`src/core/e1s_pkg.sv`:
```
// package: register map, status bit layout and timing counts for the E1 status block
// How it works
// RULE1: receive alarm mask bit 0 masks, 1 enables the matching alarm flag.
// RULE2: timing event mask bit 0 masks, 1 enables same-position status bit.
// RULE3: receive signaling multiframe flag, bit 7, sets on every receive multiframe.
// RULE4: receive align frame flag, bit 6, sets at each receive align frame.
// RULE5: transmit multiframe flag, bit 5, sets on every transmit multiframe.
// RULE6: interval timer flag, bit 4, each second of receive clock, or 62.5ms.
// RULE7: transmit align frame flag, bit 3, sets at each transmit align frame.
// RULE8: transmit clock loss flag, bit 2, after 3.9ms without transitions.
// RULE9: CRC4 multiframe flag, bit 1; free 2ms boundary when CRC4 is off.
// RULE10: pattern detect flag, bit 0, sets when 2^15-1 sequence is locked.
// RULE11: all four error counters latch together at each interval boundary.
// RULE12: every error counter saturates at its maximum, never wraps.
// RULE13: in pattern mode the far-end counter counts pattern bit errors.
// RULE14: violation count is 16 bits, high byte 00, low byte 01; bipolar mode.
// RULE15: in HDB3 mode substitution codewords are not counted as violations.
// RULE16: count select 1 counts code violations: same-polarity violation pairs.
// RULE17: violation counting never stops for sync loss; saturates at 65535.
// RULE18: host should pick bipolar mode for AMI lines, code mode for HDB3.
// RULE19: CRC4 error count is 16 bits, high byte 02, low byte 03.
// RULE20: CRC4 counting halts on frame or CRC4 multiframe sync loss only.
// RULE21: host must read counters within one interval after the timer flag.
// RULE22: receive alarm mask bits line up with the alarm status at 0A.
// RULE23: interrupt asserts while any status bit is set with its mask bit 1.
// RULE24: at each boundary running counts move to readable registers and clear.
package e1s_pkg;
	localparam logic [7:0] ADDR_VIOL_HI   = 8'h00;
	localparam logic [7:0] ADDR_VIOL_LO   = 8'h01;
	localparam logic [7:0] ADDR_CRC_HI    = 8'h02;
	localparam logic [7:0] ADDR_CRC_LO    = 8'h03;
	localparam logic [7:0] ADDR_FEBE_HI   = 8'h04;
	localparam logic [7:0] ADDR_FEBE_LO   = 8'h05;
	localparam logic [7:0] ADDR_FAS_HI    = 8'h06;
	localparam logic [7:0] ADDR_FAS_LO    = 8'h07;
	localparam logic [7:0] ADDR_ALARM_ST  = 8'h0a;
	localparam logic [7:0] ADDR_EVENT_ST  = 8'h0b;
	localparam logic [7:0] ADDR_ALARM_MSK = 8'h18;
	localparam logic [7:0] ADDR_EVENT_MSK = 8'h19;
	// timing event status bit positions
	localparam int BIT_RX_MF    = 7;
	localparam int BIT_RX_ALIGN = 6;
	localparam int BIT_TX_MF    = 5;
	localparam int BIT_TIMER    = 4;
	localparam int BIT_TX_ALIGN = 3;
	localparam int BIT_TX_CLKLOSS = 2;
	localparam int BIT_CRC_MF   = 1;
	localparam int BIT_PATTERN  = 0;
	localparam logic [7:0] REG_RESET = 8'h00;
	// timing, counted in receive bits at 2048 kbit/s or in clk cycles
	localparam int RX_BIT_RATE_HZ   = 2048000;
	localparam int ONE_SEC_BITS     = RX_BIT_RATE_HZ;
	localparam int FAST_INTERVAL_US = 62500;
	localparam int FAST_BITS        = RX_BIT_RATE_HZ / 1000 * FAST_INTERVAL_US / 1000;
	localparam int CRC_FREE_MS      = 2;
	localparam int CRC_FREE_BITS    = RX_BIT_RATE_HZ / 1000 * CRC_FREE_MS;
	localparam int CLK_PERIOD_NS    = 8;
	localparam int TX_LOSS_NS       = 3900000;
	localparam int TX_LOSS_CYCLES   = (TX_LOSS_NS + CLK_PERIOD_NS - 1) / CLK_PERIOD_NS;
	localparam int PATTERN_LOCK_BITS = 32;
	localparam int PATTERN_DROP_ERRS = 8;
	localparam logic [15:0] COUNT_MAX = 16'hffff;
endpackage : e1s_pkg

```
`src/core/e1s_status_counters.sv`:
```
// module: status flags, interrupt masks and interval error counters of one E1 framer
`timescale 1ns/10ps
`default_nettype none
module e1s_status_counters #(
	parameter int ONE_SEC_BITS   = e1s_pkg::ONE_SEC_BITS,
	parameter int FAST_BITS      = e1s_pkg::FAST_BITS,
	parameter int TX_LOSS_CYCLES = e1s_pkg::TX_LOSS_CYCLES
) (
	input  wire logic       clk,
	input  wire logic       resetn,
	input  wire logic [7:0] hostAddr,
	input  wire logic       hostWrite,
	input  wire logic       hostRead,
	input  wire logic [7:0] hostWriteData,
	output var  logic [7:0] hostReadData,
	output var  logic       interruptReq,
	input  wire logic       rxBitStrobe,
	input  wire logic       rxPositiveRail,
	input  wire logic       rxNegativeRail,
	input  wire logic       rxDataBit,
	input  wire logic [7:0] rxAlarmLevels,
	input  wire logic       rxSignalingMfStart,
	input  wire logic       rxAlignFrameStart,
	input  wire logic       txMultiframeStart,
	input  wire logic       txAlignFrameStart,
	input  wire logic       rxCrcMfStart,
	input  wire logic       crc4Enable,
	input  wire logic       crcWordError,
	input  wire logic       frameSyncLost,
	input  wire logic       crcMfSyncLost,
	input  wire logic       farEndBlockError,
	input  wire logic       fasWordError,
	input  wire logic       receiveSyncLoss,
	input  wire logic       transmitLineClock,
	input  wire logic       prbsEnable,
	input  wire logic       fastIntervalSelect,
	input  wire logic       violationCountSelect,
	input  wire logic       rxHdb3Enable
);
	// saturating add of one event to a running count
	function automatic logic [15:0] satInc(input logic [15:0] v, input logic ev);
		satInc = (ev && v != e1s_pkg::COUNT_MAX) ? v + 16'h0001 : v;
	endfunction : satInc

	// running count after a boundary restarts it with this cycle's event
	function automatic logic [15:0] nextRun(input logic [15:0] v, input logic ev,
			input logic bnd);
		nextRun = bnd ? {15'h0000, ev} : satInc(v, ev);
	endfunction : nextRun

	logic [7:0]  alarmMask;
	logic [7:0]  eventMask;
	logic [7:0]  alarmStatus;
	logic [7:0]  eventStatus;
	logic [7:0]  eventSet;
	logic [20:0] intervalCount;
	logic        intervalEnd;
	logic [12:0] crcFreeCount;
	logic        crcFreeEnd;
	logic        txClkMeta;
	logic        txClkSync;
	logic        txClkLast;
	logic [18:0] txIdleCount;
	logic        txClkLost;
	logic        lastMarkNeg;
	logic        lastViolNeg;
	logic [1:0]  zeroRun;
	logic        bipolarViol;
	logic        hdb3Codeword;
	logic        violEvent;
	logic [14:0] prbsShift;
	logic        prbsErr;
	logic        prbsLocked;
	logic [5:0]  lockRun;
	logic [3:0]  errRun;
	logic        prbsAcquire;
	logic        febeEvent;
	logic        crcEvent;
	logic [15:0] violRun;
	logic [15:0] crcRun;
	logic [15:0] febeRun;
	logic [15:0] fasRun;
	logic [15:0] violLatched;
	logic [15:0] crcLatched;
	logic [15:0] febeLatched;
	logic [15:0] fasLatched;
	logic        readAlarm;
	logic        readEvent;

	// interval timer on receive bit clock, one second or fast interval
	always_ff @(posedge clk or negedge resetn) begin
		if (!resetn) begin
			intervalCount <= 21'h000000;
		end else if (intervalEnd) begin
			intervalCount <= 21'h000000;
		end else if (rxBitStrobe) begin
			intervalCount <= intervalCount + 21'h000001;
		end
	end
	// at or past the end, so a switch to the short interval never overruns
	assign intervalEnd = rxBitStrobe && (fastIntervalSelect ? // see RULE6
		intervalCount >= 21'(FAST_BITS - 1) : intervalCount >= 21'(ONE_SEC_BITS - 1));

	// free-running 2ms boundary used while CRC4 framing is off
	always_ff @(posedge clk or negedge resetn) begin
		if (!resetn) begin
			crcFreeCount <= 13'h0000;
		end else if (crcFreeEnd) begin
			crcFreeCount <= 13'h0000;
		end else if (rxBitStrobe) begin
			crcFreeCount <= crcFreeCount + 13'h0001;
		end
	end
	assign crcFreeEnd = rxBitStrobe && crcFreeCount == 13'(e1s_pkg::CRC_FREE_BITS - 1);

	// transmit clock pin: two-stage sync, then idle timer
	always_ff @(posedge clk or negedge resetn) begin
		if (!resetn) begin
			txClkMeta <= 1'b0;
			txClkSync <= 1'b0;
			txClkLast <= 1'b0;
		end else begin
			txClkMeta <= transmitLineClock;
			txClkSync <= txClkMeta;
			txClkLast <= txClkSync;
		end
	end

	// counts cycles without a transition; flags once at the limit
	always_ff @(posedge clk or negedge resetn) begin
		if (!resetn) begin
			txIdleCount <= 19'h00000;
		end else if (txClkSync != txClkLast) begin
			txIdleCount <= 19'h00000;
		end else if (txIdleCount != 19'(TX_LOSS_CYCLES)) begin
			txIdleCount <= txIdleCount + 19'h00001;
		end
	end
	assign txClkLost = txClkSync == txClkLast && txIdleCount == 19'(TX_LOSS_CYCLES - 1); // see RULE8

	// line code tracking: last mark polarity, zero run, last violation polarity
	always_ff @(posedge clk or negedge resetn) begin
		if (!resetn) begin
			lastMarkNeg <= 1'b0;
			lastViolNeg <= 1'b0;
			zeroRun     <= 2'h0;
		end else if (rxBitStrobe) begin
			if (rxPositiveRail ^ rxNegativeRail) begin
				lastMarkNeg <= rxNegativeRail;
				zeroRun     <= 2'h0;
			end else if (zeroRun != 2'h3) begin
				zeroRun <= zeroRun + 2'h1;
			end
			if (bipolarViol) begin
				lastViolNeg <= rxNegativeRail;
			end
		end
	end
	// two marks of equal polarity; V of 000V and B00V follows at least two zeros
	assign bipolarViol  = (rxPositiveRail ^ rxNegativeRail) && rxNegativeRail == lastMarkNeg;
	assign hdb3Codeword = rxHdb3Enable && zeroRun >= 2'h2; // see RULE15
	assign violEvent    = rxBitStrobe && bipolarViol && (violationCountSelect ?
		rxNegativeRail == lastViolNeg : !hdb3Codeword); // see RULE14, RULE16

	// 2^15-1 checker: self-synchronising on x^15 + x^14 + 1
	assign prbsErr     = rxDataBit ^ prbsShift[14] ^ prbsShift[13];
	assign prbsAcquire = rxBitStrobe && prbsEnable && !prbsLocked && !prbsErr
		&& prbsShift != 15'h0000 && lockRun == 6'(e1s_pkg::PATTERN_LOCK_BITS - 1);
	always_ff @(posedge clk or negedge resetn) begin
		if (!resetn) begin
			prbsShift  <= 15'h0000;
			prbsLocked <= 1'b0;
			lockRun    <= 6'h00;
			errRun     <= 4'h0;
		end else if (!prbsEnable) begin
			prbsLocked <= 1'b0;
			lockRun    <= 6'h00;
			errRun     <= 4'h0;
		end else if (rxBitStrobe) begin
			prbsShift <= {prbsShift[13:0], rxDataBit};
			if (!prbsLocked) begin
				lockRun    <= (prbsErr || prbsShift == 15'h0000) ? 6'h00 : lockRun + 6'h01;
				prbsLocked <= prbsAcquire; // see RULE10
				errRun     <= 4'h0;
			end else begin
				errRun     <= prbsErr ? errRun + 4'h1 : 4'h0;
				prbsLocked <= !(prbsErr && errRun == 4'(e1s_pkg::PATTERN_DROP_ERRS - 1));
				lockRun    <= 6'h00;
			end
		end
	end

	// event sources for the counters
	assign febeEvent = prbsEnable ? (rxBitStrobe && prbsLocked && prbsErr) // see RULE13
		: (farEndBlockError && !frameSyncLost && !crcMfSyncLost);
	assign crcEvent  = crcWordError && !frameSyncLost && !crcMfSyncLost; // see RULE20

	// running counters restart at each boundary, saturating in between
	always_ff @(posedge clk or negedge resetn) begin
		if (!resetn) begin
			violRun <= 16'h0000;
			crcRun  <= 16'h0000;
			febeRun <= 16'h0000;
			fasRun  <= 16'h0000;
		end else begin
			violRun <= nextRun(violRun, violEvent, intervalEnd); // see RULE17, RULE12, RULE24
			crcRun  <= nextRun(crcRun, crcEvent, intervalEnd); // see RULE19
			febeRun <= nextRun(febeRun, febeEvent, intervalEnd);
			fasRun  <= nextRun(fasRun, fasWordError && !receiveSyncLoss, intervalEnd);
		end
	end

	// readable copies hold the previous interval's totals
	always_ff @(posedge clk or negedge resetn) begin
		if (!resetn) begin
			violLatched <= 16'h0000;
			crcLatched  <= 16'h0000;
			febeLatched <= 16'h0000;
			fasLatched  <= 16'h0000;
		end else if (intervalEnd) begin
			violLatched <= violRun; // see RULE11, RULE24
			crcLatched  <= crcRun;
			febeLatched <= febeRun;
			fasLatched  <= fasRun;
		end
	end

	// timing event sources, bit positions as in the status register
	always_comb begin
		eventSet = 8'h00;
		eventSet[e1s_pkg::BIT_RX_MF]      = rxSignalingMfStart; // see RULE3
		eventSet[e1s_pkg::BIT_RX_ALIGN]   = rxAlignFrameStart; // see RULE4
		eventSet[e1s_pkg::BIT_TX_MF]      = txMultiframeStart; // see RULE5
		eventSet[e1s_pkg::BIT_TIMER]      = intervalEnd; // see RULE6
		eventSet[e1s_pkg::BIT_TX_ALIGN]   = txAlignFrameStart; // see RULE7
		eventSet[e1s_pkg::BIT_TX_CLKLOSS] = txClkLost; // see RULE8
		eventSet[e1s_pkg::BIT_CRC_MF]     = crc4Enable ? rxCrcMfStart : crcFreeEnd; // see RULE9
		eventSet[e1s_pkg::BIT_PATTERN]    = prbsAcquire; // see RULE10
	end

	assign readAlarm = hostRead && hostAddr == e1s_pkg::ADDR_ALARM_ST;
	assign readEvent = hostRead && hostAddr == e1s_pkg::ADDR_EVENT_ST;

	// sticky status, cleared by reading, a new set wins over the clear
	always_ff @(posedge clk or negedge resetn) begin
		if (!resetn) begin
			alarmStatus <= e1s_pkg::REG_RESET;
			eventStatus <= e1s_pkg::REG_RESET;
		end else begin
			alarmStatus <= (readAlarm ? 8'h00 : alarmStatus) | rxAlarmLevels; // see RULE22
			eventStatus <= (readEvent ? 8'h00 : eventStatus) | eventSet;
		end
	end

	// mask registers written by the host
	always_ff @(posedge clk or negedge resetn) begin
		if (!resetn) begin
			alarmMask <= e1s_pkg::REG_RESET;
			eventMask <= e1s_pkg::REG_RESET;
		end else if (hostWrite) begin
			if (hostAddr == e1s_pkg::ADDR_ALARM_MSK) begin
				alarmMask <= hostWriteData;
			end
			if (hostAddr == e1s_pkg::ADDR_EVENT_MSK) begin
				eventMask <= hostWriteData;
			end
		end
	end

	// interrupt from any enabled status bit
	always_ff @(posedge clk or negedge resetn) begin
		if (!resetn) begin
			interruptReq <= 1'b0;
		end else begin
			interruptReq <= |(alarmStatus & alarmMask) // see RULE1, RULE23
				| |(eventStatus & eventMask); // see RULE2
		end
	end

	// read data, registered; unmapped addresses read zero
	always_ff @(posedge clk or negedge resetn) begin
		if (!resetn) begin
			hostReadData <= 8'h00;
		end else if (hostRead) begin
			unique case (hostAddr)
				e1s_pkg::ADDR_VIOL_HI:   hostReadData <= violLatched[15:8];
				e1s_pkg::ADDR_VIOL_LO:   hostReadData <= violLatched[7:0];
				e1s_pkg::ADDR_CRC_HI:    hostReadData <= crcLatched[15:8];
				e1s_pkg::ADDR_CRC_LO:    hostReadData <= crcLatched[7:0];
				e1s_pkg::ADDR_FEBE_HI:   hostReadData <= febeLatched[15:8];
				e1s_pkg::ADDR_FEBE_LO:   hostReadData <= febeLatched[7:0];
				e1s_pkg::ADDR_FAS_HI:    hostReadData <= fasLatched[15:8];
				e1s_pkg::ADDR_FAS_LO:    hostReadData <= fasLatched[7:0];
				e1s_pkg::ADDR_ALARM_ST:  hostReadData <= alarmStatus;
				e1s_pkg::ADDR_EVENT_ST:  hostReadData <= eventStatus;
				e1s_pkg::ADDR_ALARM_MSK: hostReadData <= alarmMask;
				e1s_pkg::ADDR_EVENT_MSK: hostReadData <= eventMask;
				default:                 hostReadData <= 8'h00;
			endcase
		end
	end
endmodule : e1s_status_counters
`default_nettype wire

```
`config.mk`:
```
export PLATFORM = sky130hd
export DESIGN_NAME = e1s_status_counters
export DESIGN_NICKNAME = d
export VERILOG_FILES = /design/src/core/e1s_pkg.sv /design/src/core/e1s_status_counters.sv
export SDC_FILE = /design/constraint.sdc
export NUM_CORES = 1
export LEC_CHECK = 0
export ABC_AREA = 1
export BUFFER_PORTS_ARGS = -buffer_cell sky130_fd_sc_hd__buf_2
export CAP_MARGIN = 25
export CORE_ASPECT_RATIO = 0.6
export CORE_MARGIN = 3
export CORE_UTILIZATION = 50
export CTS_CLUSTER_SIZE = 28
export DETAILED_ROUTE_END_ITERATION = 8
export HOLD_SLACK_MARGIN = 0.03
export PLACE_DENSITY = 0.71
export SETUP_SLACK_MARGIN = 0.05
export SYNTH_ARGS = -nofsm -noshare
export SYNTH_HDL_FRONTEND = slang
export SYNTH_SLANG_ARGS = --single-unit
```
`constraint.sdc`:
```
create_clock -name clk -period 2.3 [get_ports clk]
set_clock_uncertainty 0.05 [all_clocks]
set_input_delay 0.345 -clock clk [delete_from_list [all_inputs] [get_ports clk]]
set_output_delay 0.345 -clock clk [all_outputs]
set_load 0.05 [all_outputs]
```
==> out/qor.yml <==
post_route_cells_drive_above_1_share: 0.101
net_sw_power_mw: 2.73
finalCriticalPeriod_ps: 2130
tritoncts_num_sinks: 255
library_cell_used_as_clock_root_buffer: "clkbuf_16"
antenna_violations_before_repair: 0
floorplan.initialDensity: 0.519
post_synth_instance_area_um2: 13300
ant_nets: 0
timing.hold.ws_ps: 52.5
1st_iter_drt_viols: 1067
run_status: "finished clean"
post_synth_inst_count: 1765
drt_pass1_iterations: 5
final_hold_violation_count: 0
achievable_clock_frequency_mhz: 469
cp.arrival_ps: 2570
rows: 45
grt_overflow_total: 0
nets: 1922
power_leakage_nw: 7.68
via_count: 11900
sort_of_element_at_the_end_of_the_critical_path: "flop"
port_buffers: 57
cts.clk_slew.worst_paths_ps: 60
setup_viol_count_final: 0
die_area_um2: 28700
synth_top_cells_by_area: "dfrtp_1, nand2_1, nand3_1"
ctsHtreeMaxLevel: 1
wl_per_cell_um: 15.5
routed_wl_mm: 34.5
crit_type: "flop to flop"
netlist-cell-type-count: 43
number_of_synthesized_register_bits: 255
regArea_um2: 6380
grt_start_max_net_pins: 67
average_footprint_of_a_synthesized_cell_um2: 7.56
largest_fanout_of_any_net_on_the_critical_path: 4
rsz_0062_raised_after_global_routing: "yes"
tritoncts_clock_tree: "yes"
internal_power_mw: 7.57
cts_inserted_buffers: 25
worst_setup_margin_ps: 170
clock_insertion_delay_worst_skew_ps: 550
number_of_filler_cells_placed_in_the_layout: 2343
gpl.final_weighted_congestion: 0.952
gr-usage-all-layers: 0.237
die_height_um: 133
multi_input_comb_area_um2: 5850
postSynth.asyncResetShare: 1.00
io-pin-count: 58
fin_tns_setup_ps: 0
pwr_density_cell_nw_per_um2: 673
vdd_ir_drop_max_mv: 0.526
synthDominantCellAreaShare: 0.478
die-width_um: 217
detailed_place_hpwl_mm: 24.1
timing.max_slew.rel_slack: 0.545
yosysMostFrequentCell: "nand2_1"
avgViaCountPerCell: 5.33
timing.critical_path.slowest_cell_delay_ps: 540
route.detailed.drc: 0
report.final.slew_viol_count: 0
hold_removal_path_class: "input port to flop"
synthTopCellsByCount: "nand2_1, dfrtp_1, inv_1"
cap_viol_max_count: 0
share_of_the_clock_period_used_by_the_worst_path_after_layout: 0.926
post_synth_edffs: 0
synth_largest_area_cell: "dfrtp_1"
coreArea_um2: 25700
crit_path_cell_trace: "ha_2 -> nand3_1 -> nor2_2 -> nand4_1 -> inv_1 -> nand2_1 -> nor2_1 -> inv_1 -> o21ai_1 -> dlygate4sd3_1"
ys_dominant_reg_cell: "dfrtp_1"
cts-root-to-sink-buffers: 3
dpl_worst_slack_ps: 194
first_global_vias: 10900
power_frac_clock: 0.410
slowest_stage: "dlygate4sd3_1"
timing.critical_path.mode_cell: "inv_1"
cp.required_ps: 2740
diodes: 0
crit_path_start_kind: "flop"
synth_sequential_area_ratio: 0.478
yosysWarnings: 0
relative_area_change_from_synthesis_to_final_layout_pct: 14.7
sw_frac_of_total: 0.265
p_seq_frac: 0.485
synth_nets: 1826
wire_length_of_the_first_global_routing_pass_mm: 56.3
pwr-share-comb: 0.105
tightest_slew_ps: 678
[kinds of logic (layout without fill, tap and decap cells)]
group | count (synthesis) | count (layout) | share of synthesized area
and+or+nand+nor | 1001 | 1003 | 0.318
AOI/OAI and AO/OA | 185 | 185 | 0.0830
DFF | 255 | 255 | 0.478
buffers and inverters | 277 | 389 | 0.0868
xor gates and xnor gates | 35 | 35 | 0.0230
adders and majority gates | 12 | 12 | 0.0113
[cells in the final DEF (no fill, tap or decap), drive strengths merged, types with 2 or more instances in the layout]
| cell | n |
|---|---|
| buf | 92 |
| nand3b | 6 |
| o22ai | 5 |
| o21ai | 136 |
| a21o | 2 |
| a21oi | 18 |
| inv | 230 |
| clkbuf | 36 |
| xor2 | 30 |
| or2 | 2 |
| nor4 | 6 |
| clkinv | 7 |
| dfrtp | 255 |
| a211oi | 2 |
| clkinvlp | 3 |
| nor3 | 46 |
| dlygate4sd3 | 19 |
| nand4 | 43 |
| ha | 12 |
| nand3 | 176 |
| bufinv | 2 |
| o21bai | 12 |
| a31oi | 3 |
| nand2 | 517 |
| nor2 | 206 |
| a22o | 2 |
| xnor2 | 5 |
[critical path, delay by kind of cell (launching register included)]
kind	cells	cell delay, ps
compound gates	1	110
buf+inv	3	750
flops	1	380
fa+ha+maj	1	220
simple gates	5	560
[timing repair]
item	CTS	global route
hold buffers	19	0
buffers inserted	0	2
hold endpoints to repair	82	0
setup endpoints to repair	0	77
gates resized for setup	0	11
[worst paths after layout]
path / from / cells after the start / slack (ps) / to
min in group asynchronous: resetn / 2 / 240 / prbsShift[7]$_DFFE_PN0N_
max in group asynchronous: resetn / 3 / 1250 / febeRun[8]$_DFFE_PN0P_
max: crcFreeCount[1]$_DFFE_PN0P_ / 10 / 170 / eventStatus[1]$_DFF_PN0_
min reg2reg: txClkMeta$_DFF_PN0_ / 0 / 300 / txClkSync$_DFF_PN0_
min: rxDataBit / 3 / 50 / prbsShift[0]$_DFFE_PN0N_
max reg2reg: crcFreeCount[1]$_DFFE_PN0P_ / 10 / 170 / eventStatus[1]$_DFF_PN0_
[sequential cells by signal, summed over array words and instances (netlist names), 2 cells and up]
register and count:
fasRun 16, febeRun 16, lockRun 6, zeroRun 2
fasLatched 16, eventMask 8, alarmStatus 8, febeLatched 16
crcRun 16, crcLatched 16, eventStatus 8, hostReadData 8
prbsShift 15, crcFreeCount 13, violLatched 16, errRun 4
intervalCount 21, alarmMask 8, violRun 16, txIdleCount 19
[area by class of cell]
| cell class | count | area share |
|---|---|---|
| clock buffers | 34 | 0.0470 |
| clock inverters | 11 | 0.00760 |
| inverters | 231 | 0.0568 |
| multi-input cells | 1235 | 0.383 |
| flip-flops and latches | 255 | 0.417 |
| well taps | 352 | 0.0288 |
| repair buffers | 113 | 0.0603 |
[metal layers]
layer	part of all wire	up-vias	routed length [um]	track usage
met5	0	-	0	0
met4	0.020	0	692	0.0467
met3	0.092	54	3180	0.0576
met2	0.39	447	13400	0.316
met1	0.50	5562	17300	0.385
li1	-	5832	-	-
[power groups by stage]
stage,registers (mW),clock network (mW),logic (mW)
4_1_cts,4.99,4.31,1.06
3_5_place_dp,5.07,0,1.03
5_1_grt,5.03,4.49,1.24
3_3_place_gp,5.07,0,0.997
6_report,5.00,4.23,1.08
2_1_floorplan,5.04,0,0.667
[through the flow]
step | utilization | cells | power, mW | cell area (um^2)
2_1_floorplan | - | 1765 | 5.71 | 13300
3_3_place_gp | 0.550 | 2161 | 6.06 | 14200
3_5_place_dp | 0.550 | 2161 | 6.10 | 14200
4_1_cts | 0.590 | 2225 | 10.4 | 15200
5_1_grt | 0.595 | 2231 | 10.8 | 15300
6_report | 0.595 | 2231 | 10.3 | 15300
(Power assumes the default switching activity.)
